<file path="config.mk">
export PLATFORM = sky130hd
export DESIGN_NAME = rsc_top
export DESIGN_NICKNAME = d
export VERILOG_FILES = /design/src/hw/rsc_pkg.sv /design/src/hw/rsc_top.sv
export VERILOG_INCLUDE_DIRS = /design/src /design/src/hw
export SDC_FILE = /design/constraint.sdc
export NUM_CORES = 1
export LEC_CHECK = 0
export ABC_AREA = 1
export BUFFER_PORTS_ARGS = -buffer_cell sky130_fd_sc_hd__buf_2
export CORE_MARGIN = 2
export CORE_UTILIZATION = 39
export DETAILED_ROUTE_END_ITERATION = 12
export GPL_ROUTABILITY_DRIVEN = 0
export SLEW_MARGIN = 30
export SYNTH_ARGS = -nofsm -noshare
export SYNTH_HDL_FRONTEND = slang
export SYNTH_SLANG_ARGS = --single-unit
</file>
<file path="constraint.sdc">
create_clock -name ref_clk -period 3.4 [get_ports ref_clk]
set_clock_uncertainty 0.2 [all_clocks]
set_input_delay 0.34 -clock ref_clk [delete_from_list [all_inputs] [get_ports ref_clk]]
set_output_delay 0.34 -clock ref_clk [all_outputs]
set_load 0.005 [all_outputs]
</file>
<file path="src/hw/rsc_cfg.svh">
/*
  constants of the reset-source block: offsets, fields, resets, timing
  assumes inclusion by hw/rsc_top.sv and by the bench
*/
// Functional notes
// - Four threshold codes pick 2.1, 2.55, 3.15 or 3.8 V; others invalid.
// - Invalid threshold code: reset after soft delay, register back to 0x55.
// - Supply low past debounce time resets device; threshold register kept.
// - Low-voltage reset sets flag bit 2; only software writing zero clears.
// - Invalid threshold reset sets flag bit 1; only software zero clears.
// - Flag register bits 7..4 read zero; bits 3..0 hold causes.
// - Watchdog time-out in fast/slow: full reset and time-out flag set.
// - Watchdog time-out in sleep/idle: clear PC and SP, set time-out flag.
// - Power-on clears time-out and power-down flags; low-voltage reset keeps.
// - Sleep/idle watchdog time-out leaves both status flags at one.
// - Power-on zeroes PC, masks interrupts, clears timers, pins as inputs.
// - Guard register not 0x55/0xAA: reset after delay, set its flag.
// - Watchdog code 10101 off, 01010 on, else delayed reset and flag.
// - Low-voltage detection is off in sleep and idle modes.
`ifndef RSC_CFG_SVH
`define RSC_CFG_SVH

`define RSC_A_THR 8'h00
`define RSC_A_FLG 8'h04
`define RSC_A_GRD 8'h08
`define RSC_A_WEN 8'h0c
`define RSC_A_STS 8'h10

`define RSC_THR_RST 8'h55
`define RSC_THR_V0 8'h55
`define RSC_THR_V1 8'h33
`define RSC_THR_V2 8'h99
`define RSC_THR_V3 8'haa
`define RSC_GRD_RST 8'h55
`define RSC_GRD_ALT 8'haa
`define RSC_WEN_RST 5'h0a
`define RSC_WEN_OFF 5'h15
`define RSC_WEN_ON 5'h0a

`define RSC_F_CONTROL_REGISTER_RESET_FLAG 3
`define RSC_F_LOW_VOLTAGE_RESET_FLAG 2
`define RSC_F_LRF 1
`define RSC_F_WRF 0
`define RSC_S_TO 0
`define RSC_S_PDF 1

`define RSC_CLK_MHZ 40
`define RSC_SRESET_US 100
`define RSC_LVR_US 120
`define RSC_SRESET_CYC (`RSC_SRESET_US * `RSC_CLK_MHZ)
`define RSC_LVR_CYC (`RSC_LVR_US * `RSC_CLK_MHZ)

`endif

</file>
<file path="src/hw/rsc_pkg.sv">
/*
  types of the reset-source block
  assumes no other package
*/
package rsc_pkg;
  typedef enum logic [1:0] {
    RSC_FAST = 2'b00,
    RSC_SLOW = 2'b01,
    RSC_IDLE = 2'b11,
    RSC_SLEEP = 2'b10
  } rsc_mode_t;

  typedef struct packed {
    logic pc_zero;
    logic sp_zero;
    logic sp_top;
    logic int_off;
    logic wdt_clr;
    logic tmr_off;
    logic io_in;
  } rsc_init_t;

  typedef struct packed {
    logic control_register_reset_flag;
    logic low_voltage_reset_flag;
    logic threshold_register_fault_flag;
    logic watchdog_register_fault_flag;
  } rsc_flags_t;
endpackage

</file>
<file path="src/hw/rsc_top.sv">
/*
  reset-source control: code checks, low-voltage qualify, watchdog
  reset by mode, cause flags, AXI4-Lite registers
  assumes supply_low is asynchronous; other inputs are on ref_clk
*/
`timescale 1ns/1ps
`include "rsc_cfg.svh"
`default_nettype none

module rsc_top #(
  parameter int SRESET_CYC = `RSC_SRESET_CYC,
  parameter int LVR_CYC = `RSC_LVR_CYC,
  parameter int CW = 16
) (
  input wire logic ref_clk,
  input wire logic nrst,
  input wire logic ce,
  input wire logic [7:0] s_awaddr,
  input wire logic s_awvalid,
  output logic s_awready,
  input wire logic [31:0] s_wdata,
  input wire logic [3:0] s_wstrb,
  input wire logic s_wvalid,
  output logic s_wready,
  output logic [1:0] s_bresp,
  output logic s_bvalid,
  input wire logic s_bready,
  input wire logic [7:0] s_araddr,
  input wire logic s_arvalid,
  output logic s_arready,
  output logic [31:0] s_rdata,
  output logic [1:0] s_rresp,
  output logic s_rvalid,
  input wire logic s_rready,
  input wire logic supply_low,
  input wire logic wdt_timeout,
  input wire logic sleep_entry,
  input wire rsc_pkg::rsc_mode_t cpu_mode,
  output logic dev_reset,
  output rsc_pkg::rsc_init_t init_req,
  output logic [1:0] lvr_level_sel,
  output logic wdt_enable,
  output logic timeout_status_flag,
  output logic power_down_flag
);
  localparam logic [CW-1:0] SR_N = CW'(SRESET_CYC);
  localparam logic [CW-1:0] LV_N = CW'(LVR_CYC);

  logic [7:0] thr_ff, grd_ff;
  logic [4:0] wen_ff;
  rsc_pkg::rsc_flags_t flg_ff;
  logic to_ff, pdf_ff;
  logic [CW-1:0] sr_cnt_ff, lv_cnt_ff;
  logic low_s1_ff, low_s2_ff;
  logic full_ff, lvr_cause_ff;
  rsc_pkg::rsc_init_t init_ff;
  logic bvalid_ff, rvalid_ff;
  logic [1:0] bresp_ff, rresp_ff;
  logic [31:0] rdata_ff;

  // supply monitor crossing
  always_ff @(posedge ref_clk) begin
    if (!nrst) begin
      low_s1_ff <= 1'b0;
      low_s2_ff <= 1'b0;
    end else if (ce) begin
      low_s1_ff <= supply_low;
      low_s2_ff <= low_s1_ff;
    end
  end

  wire thr_v0 = thr_ff == `RSC_THR_V0;
  wire thr_v1 = thr_ff == `RSC_THR_V1;
  wire thr_v2 = thr_ff == `RSC_THR_V2;
  wire thr_v3 = thr_ff == `RSC_THR_V3;
  wire thr_ok = thr_v0 | thr_v1 | thr_v2 | thr_v3;
  wire [1:0] thr_sel = {thr_v2 | thr_v3, thr_v1 | thr_v3};
  wire grd_ok = (grd_ff == `RSC_GRD_RST) | (grd_ff == `RSC_GRD_ALT);
  wire wen_ok = (wen_ff == `RSC_WEN_OFF) | (wen_ff == `RSC_WEN_ON);
  wire code_bad = !thr_ok | !grd_ok | !wen_ok;

  wire mode_run = (cpu_mode == rsc_pkg::RSC_FAST) |
                  (cpu_mode == rsc_pkg::RSC_SLOW);
  wire lv_cond = low_s2_ff & mode_run & thr_ok;

  wire sr_fire = code_bad & (sr_cnt_ff == SR_N);
  wire lv_fire = lv_cond & (lv_cnt_ff == LV_N);
  wire wd_run = wdt_timeout & mode_run;
  wire wd_slp = wdt_timeout & !mode_run;
  wire nxt_full = !full_ff & (sr_fire | lv_fire | wd_run);

  always_ff @(posedge ref_clk) begin
    if (!nrst) begin
      sr_cnt_ff <= '0;
      lv_cnt_ff <= '0;
    end else if (ce) begin
      if (full_ff) begin
        sr_cnt_ff <= '0;
        lv_cnt_ff <= '0;
      end else begin
        sr_cnt_ff <= code_bad ? sr_cnt_ff + CW'(sr_cnt_ff != SR_N) : '0;
        lv_cnt_ff <= lv_cond ? lv_cnt_ff + CW'(lv_cnt_ff != LV_N) : '0;
      end
    end
  end

  // bus decode
  wire aw_take = ce & s_awvalid & s_wvalid & !bvalid_ff;
  wire ar_take = ce & s_arvalid & !rvalid_ff;
  wire wr_lane = aw_take & s_wstrb[0];
  wire w_thr = wr_lane & (s_awaddr == `RSC_A_THR);
  wire w_flg = wr_lane & (s_awaddr == `RSC_A_FLG);
  wire w_grd = wr_lane & (s_awaddr == `RSC_A_GRD);
  wire w_wen = wr_lane & (s_awaddr == `RSC_A_WEN);
  wire aw_map = (s_awaddr == `RSC_A_THR) | (s_awaddr == `RSC_A_FLG) |
                (s_awaddr == `RSC_A_GRD) | (s_awaddr == `RSC_A_WEN) |
                (s_awaddr == `RSC_A_STS);
  wire [7:0] wd8 = s_wdata[7:0];

  wire [31:0] rd_flg = {28'h000_0000, flg_ff};
  wire [31:0] rd_sts = {30'h0000_0000, pdf_ff, to_ff};
  logic [31:0] rd_mux;
  logic rd_map;
  always_comb begin
    rd_mux = 32'h0000_0000;
    rd_map = 1'b1;
    if (s_araddr == `RSC_A_THR) begin
      rd_mux = {24'h00_0000, thr_ff};
    end else if (s_araddr == `RSC_A_FLG) begin
      rd_mux = rd_flg;
    end else if (s_araddr == `RSC_A_GRD) begin
      rd_mux = {24'h00_0000, grd_ff};
    end else if (s_araddr == `RSC_A_WEN) begin
      rd_mux = {27'h000_0000, wen_ff};
    end else if (s_araddr == `RSC_A_STS) begin
      rd_mux = rd_sts;
    end else begin
      rd_map = 1'b0;
    end
  end

  // invalid code returns to power-on value
  wire thr_rst = full_ff & !lvr_cause_ff;
  always_ff @(posedge ref_clk) begin
    if (!nrst) begin
      thr_ff <= `RSC_THR_RST;
      grd_ff <= `RSC_GRD_RST;
      wen_ff <= `RSC_WEN_RST;
    end else if (ce) begin
      if (thr_rst) begin
        thr_ff <= `RSC_THR_RST;
      end else if (w_thr) begin
        thr_ff <= wd8;
      end
      if (full_ff) begin
        grd_ff <= `RSC_GRD_RST;
        wen_ff <= `RSC_WEN_RST;
      end else begin
        if (w_grd) begin
          grd_ff <= wd8;
        end
        if (w_wen) begin
          wen_ff <= wd8[4:0];
        end
      end
    end
  end

  // cause flags: hardware set wins over software clear
  // only a written zero clears
  wire [3:0] fl_set = {sr_fire & !grd_ok, lv_fire,
                       sr_fire & !thr_ok, sr_fire & !wen_ok};
  wire [3:0] fl_keep = w_flg ? wd8[3:0] : 4'hf;
  wire [3:0] nxt_flg = (flg_ff & fl_keep) | (nxt_full ? fl_set : 4'h0);
  always_ff @(posedge ref_clk) begin
    if (!nrst) begin
      flg_ff <= '0;
    end else if (ce) begin
      flg_ff <= nxt_flg;
    end
  end

  always_ff @(posedge ref_clk) begin
    if (!nrst) begin
      to_ff <= 1'b0;
      pdf_ff <= 1'b0;
    end else if (ce) begin
      to_ff <= to_ff | wdt_timeout;
      pdf_ff <= pdf_ff | sleep_entry | wd_slp;
    end
  end

  // reset requests; power-on actions held through nrst
  localparam rsc_pkg::rsc_init_t INIT_FULL = '{pc_zero: 1'b1,
    sp_zero: 1'b0, sp_top: 1'b1, int_off: 1'b1, wdt_clr: 1'b1,
    tmr_off: 1'b1, io_in: 1'b1};
  localparam rsc_pkg::rsc_init_t INIT_PCSP = '{pc_zero: 1'b1,
    sp_zero: 1'b1, sp_top: 1'b0, int_off: 1'b0, wdt_clr: 1'b0,
    tmr_off: 1'b0, io_in: 1'b0};
  wire rsc_pkg::rsc_init_t nxt_init = nxt_full ? INIT_FULL :
    (wd_slp ? INIT_PCSP : '0);
  always_ff @(posedge ref_clk) begin
    if (!nrst) begin
      full_ff <= 1'b0;
      lvr_cause_ff <= 1'b0;
      init_ff <= INIT_FULL;
    end else if (ce) begin
      full_ff <= nxt_full;
      lvr_cause_ff <= nxt_full & lv_fire & !sr_fire & !wd_run;
      init_ff <= nxt_init;
    end
  end

  // AXI4-Lite answers
  always_ff @(posedge ref_clk) begin
    if (!nrst) begin
      bvalid_ff <= 1'b0;
      bresp_ff <= 2'b00;
      rvalid_ff <= 1'b0;
      rresp_ff <= 2'b00;
      rdata_ff <= 32'h0000_0000;
    end else if (ce) begin
      if (aw_take) begin
        bvalid_ff <= 1'b1;
        bresp_ff <= aw_map ? 2'b00 : 2'b10;
      end else if (s_bready) begin
        bvalid_ff <= 1'b0;
      end
      if (ar_take) begin
        rvalid_ff <= 1'b1;
        rresp_ff <= rd_map ? 2'b00 : 2'b10;
        rdata_ff <= rd_mux;
      end else if (s_rready) begin
        rvalid_ff <= 1'b0;
      end
    end
  end

  assign s_awready = aw_take;
  assign s_wready = aw_take;
  assign s_arready = ar_take;
  assign s_bvalid = bvalid_ff;
  assign s_bresp = bresp_ff;
  assign s_rvalid = rvalid_ff;
  assign s_rresp = rresp_ff;
  assign s_rdata = rdata_ff;
  assign dev_reset = full_ff;
  assign init_req = init_ff;
  assign lvr_level_sel = thr_sel;
  assign wdt_enable = wen_ff == `RSC_WEN_ON;
  assign timeout_status_flag = to_ff;
  assign power_down_flag = pdf_ff;

  property p_thr_restore;
    @(posedge ref_clk) disable iff (!nrst)
    (ce && full_ff && !lvr_cause_ff) |=> thr_ff == `RSC_THR_RST;
  endproperty
  a_thr_restore: assert property (p_thr_restore)
    else $error("threshold not restored after reset");

  property p_thr_keep;
    @(posedge ref_clk) disable iff (!nrst)
    (ce && full_ff && lvr_cause_ff && !w_thr) |=> $stable(thr_ff);
  endproperty
  a_thr_keep: assert property (p_thr_keep)
    else $error("threshold lost across low-voltage reset");

  property p_low_voltage_reset_flag;
    @(posedge ref_clk) disable iff (!nrst)
    (ce && lv_fire && !full_ff) |=> flg_ff.low_voltage_reset_flag && dev_reset;
  endproperty
  a_low_voltage_reset_flag: assert property (p_low_voltage_reset_flag)
    else $error("low-voltage flag or reset missing");

  property p_flag_sticky;
    @(posedge ref_clk) disable iff (!nrst)
    (flg_ff.threshold_register_fault_flag && !w_flg) |=> flg_ff.threshold_register_fault_flag;
  endproperty
  a_flag_sticky: assert property (p_flag_sticky)
    else $error("fault flag cleared without write");

  property p_rd_upper;
    @(posedge ref_clk) disable iff (!nrst)
    (ar_take && s_araddr == `RSC_A_FLG) |=> rvalid_ff &&
      rdata_ff[31:4] == 28'h000_0000;
  endproperty
  a_rd_upper: assert property (p_rd_upper)
    else $error("upper flag bits not zero");

  property p_wd_run;
    @(posedge ref_clk) disable iff (!nrst)
    (ce && wd_run && !full_ff) |=> dev_reset && to_ff;
  endproperty
  a_wd_run: assert property (p_wd_run)
    else $error("watchdog run-mode reset missing");

  property p_wd_slp;
    @(posedge ref_clk) disable iff (!nrst)
    (ce && wd_slp && !nxt_full) |=> init_req == INIT_PCSP && to_ff &&
      pdf_ff && !dev_reset;
  endproperty
  a_wd_slp: assert property (p_wd_slp)
    else $error("sleep time-out effects wrong");

  property p_por_flags;
    @(posedge ref_clk) !nrst |=> !to_ff && !pdf_ff && init_req == INIT_FULL;
  endproperty
  a_por_flags: assert property (p_por_flags)
    else $error("power-on state wrong");

  property p_lv_mode;
    @(posedge ref_clk) disable iff (!nrst)
    !mode_run |-> !lv_fire;
  endproperty
  a_lv_mode: assert property (p_lv_mode)
    else $error("low-voltage reset in sleep");

  property p_sr_wait;
    @(posedge ref_clk) disable iff (!nrst)
    (ce && sr_fire) |-> sr_cnt_ff == SR_N && $past(code_bad);
  endproperty
  a_sr_wait: assert property (p_sr_wait)
    else $error("soft reset before delay");

  property p_lv_wait;
    @(posedge ref_clk) disable iff (!nrst)
    (ce && lv_fire) |-> lv_cnt_ff == LV_N && $past(low_s2_ff);
  endproperty
  a_lv_wait: assert property (p_lv_wait)
    else $error("low-voltage reset before debounce");

  property p_ce_hold;
    @(posedge ref_clk) disable iff (!nrst)
    !ce |=> $stable(sr_cnt_ff) && $stable(lv_cnt_ff) && $stable(flg_ff);
  endproperty
  a_ce_hold: assert property (p_ce_hold)
    else $error("state moved while clock enable low");

  property p_to_sticky;
    @(posedge ref_clk) disable iff (!nrst)
    to_ff |=> to_ff;
  endproperty
  a_to_sticky: assert property (p_to_sticky)
    else $error("time-out flag cleared without power-on");
endmodule

`default_nettype wire
</file>
==> summary.txt <==
Setup path
  • Slowest CP cell: dfxtp_1
  • Crit path top cell by count: nor2_1
  • Worst-path cell chain: nand2_1 > nor2_1 > nand4_1 > nor3_1 > inv_1 > ha_1 > nand2_1 > nor2_2 > nand4_1 > nor2_1 > inv_1 > nor2_1 > o211ai_1 > a21oi_1
  • WP data required: 3.42 ns
  • Crit Path Class: reg -> reg
  • Crit start category: register
  • Crit path capture type: register
  • Critical path arrival: roughly 2.5 ns
  • Worst path max stage delay: 0.42 ns
  • Worst-path fanout max: 6

Yosys
  • Mux contribution to synthesized area: 0
  • Synthesis-stage register bit count: between 70 and 80
  • Seq/Total Area, Yosys: 0.344
  • Number of synthesized flops with an enable pin: 0
  • Post-synthesis simple-gate area fraction: 0.326
  • Syn Inst Count: 657
  • Leading register cell type out of synthesis: dfxtp_1
  • Synth Warn #: 0
  • Synth unique cells: between 40 and 50
  • Cell Area, Synth: around 4500 um^2
  • Xor/xnor share of the synthesized area: 0.0193
  • Post-Synth Adder-Cell Area: 0.0165
  • Synth Area in Compound Gates: 0.157
  • Fraction of registers with async set/reset: 0
  • Largest family of logic cells by synthesized area: simple AND/OR/NAND/NOR gates
  • Mean area per synthesized cell: 6.91 um^2

Die
  • Die Wd: around 110 um
  • Chip height: ~110 um
  • Starting Density: 0.399
  • Die area: roughly 13000 um^2
  • CORE AREA: between 10000 and 15000 um^2
  • Row Count: 39
  • Ports: 119

Layout
  • Area growth, synth to finish: 13.4%
  • Filler cells: approximately 1100
  • Multi-input gate area: 2450 um^2
  • Ratio of cells with drive above 1 in the final layout: 0.178
  • Final Non-Filler Cells: ~860
  • Most frequent cells in the layout: nand2_1 (139), nor2_1 (82), dfxtp_1 (78), inv_1 (69), buf_2 (64)
  • FF/Latch Area: about 1600 um^2
  • Final #Nets: around 780
  • Commonest non-fill, non-tap cell in the layout: nand2_1

Clocking
  • Clock sinks: 78
  • Clk buf depth: 2
  • Post-CTS Setup Inserts: 0
  • Num CTS Buffers: 9
  • Post_cts resized: 0
  • Clk root buf: clkbuf_16
  • TritonCTS clock tree: yes
  • Worst-Skew Late Latency: between 0.3 and 0.4 ns
  • Hold buffers post-CTS: 0
  • Htree depth: 3
  • CTS clk-pin slew, worst paths: ~0.060 ns

Flow run
  • Max Cap Viol: 0

Placed design
  • I/O Buffers: 64
  • Placed Cells: 842
  • Detail Placement HPWL: ~8200 um

STA
  • Final setup violation count: 0
  • Worst-Margin Slew: roughly 0.58 ns
  • Tmin final: 2.44 ns
  • Max Clk Rate: 411 MHz
  • Pins Over Slew Limit: 0
  • RSZ-0062 raised after global routing: no
  • Final period util: 0.716
  • Setup TNS: 0 ns
  • Relative slew slack: 0.614
  • Endpoints failing hold: 0

Global route
  • First-pass GRT wire length: between 15000 and 20000 um
  • Gr usage total: 0.178
  • Pin count of the biggest net entering global routing: 40
  • Initial antenna violation count: 1
  • Total gr overflow: 0
  • Vias in the first global route: 3953

Power and ir drop
  • Pleak: ~2.1 nW
  • Maximum vdd drop: between 0.0002 and 0.00025 V
  • Cell Pwr Density: between 400 and 500 nW/um^2

Worst hold path
  • Worst min path class: in -> reg

Drt
  • Iter 0 DRT Violations: 220
  • Routed len/inst: 13.0 um
  • Detail Route Antenna Nets: 0
  • DRC viols: 0
  • DR vias: around 4300
  • Vias per cell: 4.97
  • Initial DRT Pass Iterations: 4
  • Routed wire length: around 11000 um

Status
  • Outcome: completed
[report_power, final]
| part | internal (mW) | total [mW] | switching (mW) |
|---|---|---|---|
| sequential | 0.936 | 0.955 | 0.0194 |
| combinational | 0.0703 | 0.212 | 0.142 |
| clock | 0.660 | 1.05 | 0.391 |
[logic make-up (layout without fill, tap and decap cells)]
| kind of cell | after synthesis | count (layout) |
|---|---|---|
| xor+xnor | 10 | 10 |
| other cells | 1 | 27 |
| compound gates | 116 | 116 |
| flops | 78 | 78 |
| simple gates | 320 | 320 |
| fa+ha+maj | 6 | 6 |
| buf+inv | 126 | 159 |
[per-stage QoR]
stage	worst slack (ns)	hold slack, ns	power (mW)	util	cell area (um^2)
floorplan	1.36	0.235	1.14	-	4630
global placement	1.04	0.252	1.18	0.424	4820
detailed placement	0.987	0.257	1.19	0.424	4820
CTS	0.978	0.0434	2.23	0.453	5140
global route	0.713	0.0438	2.30	0.453	5140
finish	0.964	0.0436	2.22	0.453	5150
[cells in the mapped netlist (all sizes together), types with 2 or more instances]
cell | instances | area share
a22oi | 2 | 0.0033
a21oi | 62 | 0.073
or2 | 2 | 0.0028
a31oi | 2 | 0.0028
o211ai | 13 | 0.026
nand3 | 36 | 0.048
a211oi | 3 | 0.0050
o2111ai | 2 | 0.0039
o221ai | 2 | 0.0039
xor2 | 10 | 0.019
inv | 76 | 0.063
buf | 40 | 0.065
nor4 | 2 | 0.0028
dfxtp | 78 | 0.34
nand4 | 23 | 0.035
nor3 | 20 | 0.026
ha | 6 | 0.017
o21ai | 29 | 0.038
clkbuf | 10 | 0.0083
nand2 | 144 | 0.12
nor3b | 2 | 0.0055
nor2 | 89 | 0.080
[registers in the layout, indices dropped and copies added (netlist names)]
register and flops:
low_s1_ff 1, s_bvalid 1, power_down_flag 1, flg_ff 4, s_rresp 1, timeout_status_flag 1
s_rvalid 1, thr_ff 8, init_req 3, s_bresp 1, sr_cnt_ff 16, lv_cnt_ff 16
lvr_cause_ff 1, dev_reset 1, grd_ff 8, low_s2_ff 1, s_rdata 8, wen_ff 5
[critical path, delay by kind of cell, from the launching register on]
| family | cells | cell delay (ns) |
|---|---|---|
| compound gates | 2 | 0.24 |
| fa+ha+maj | 1 | 0.21 |
| buf+inv | 2 | 0.23 |
| flops | 1 | 0.42 |
| simple gates | 9 | 1.00 |
[final cells by class]
class	instances	area share
diodes	1	0.000486
clock buffers	10	0.0464
clock inverters	6	0.0165
inverters	76	0.0554
multi-input cells	478	0.476
flip-flops and latches	78	0.303
well taps	143	0.0348
repair buffers	67	0.0666
[path summary, 6_finish.rpt]
path | from | to | slack, ns | cells past startpoint
max | sr_cnt_ff[8] | sr_cnt_ff[9] | 0.96 | 14
min | supply_low | low_s1_ff | 0.04 | 3
max reg2reg | sr_cnt_ff[8] | sr_cnt_ff[9] | 0.96 | 14
min reg2reg | s_rdata[0] | s_rdata[0] | 0.26 | 2
[per-layer routing]
metal  routed length (um)  GRT usage
met4                  299     0.0757
met2                 5210      0.303
met3                  537     0.0305
met5                    0          0
met1                 5090      0.222
Note: power is estimated with default switching activity, not from simulation.
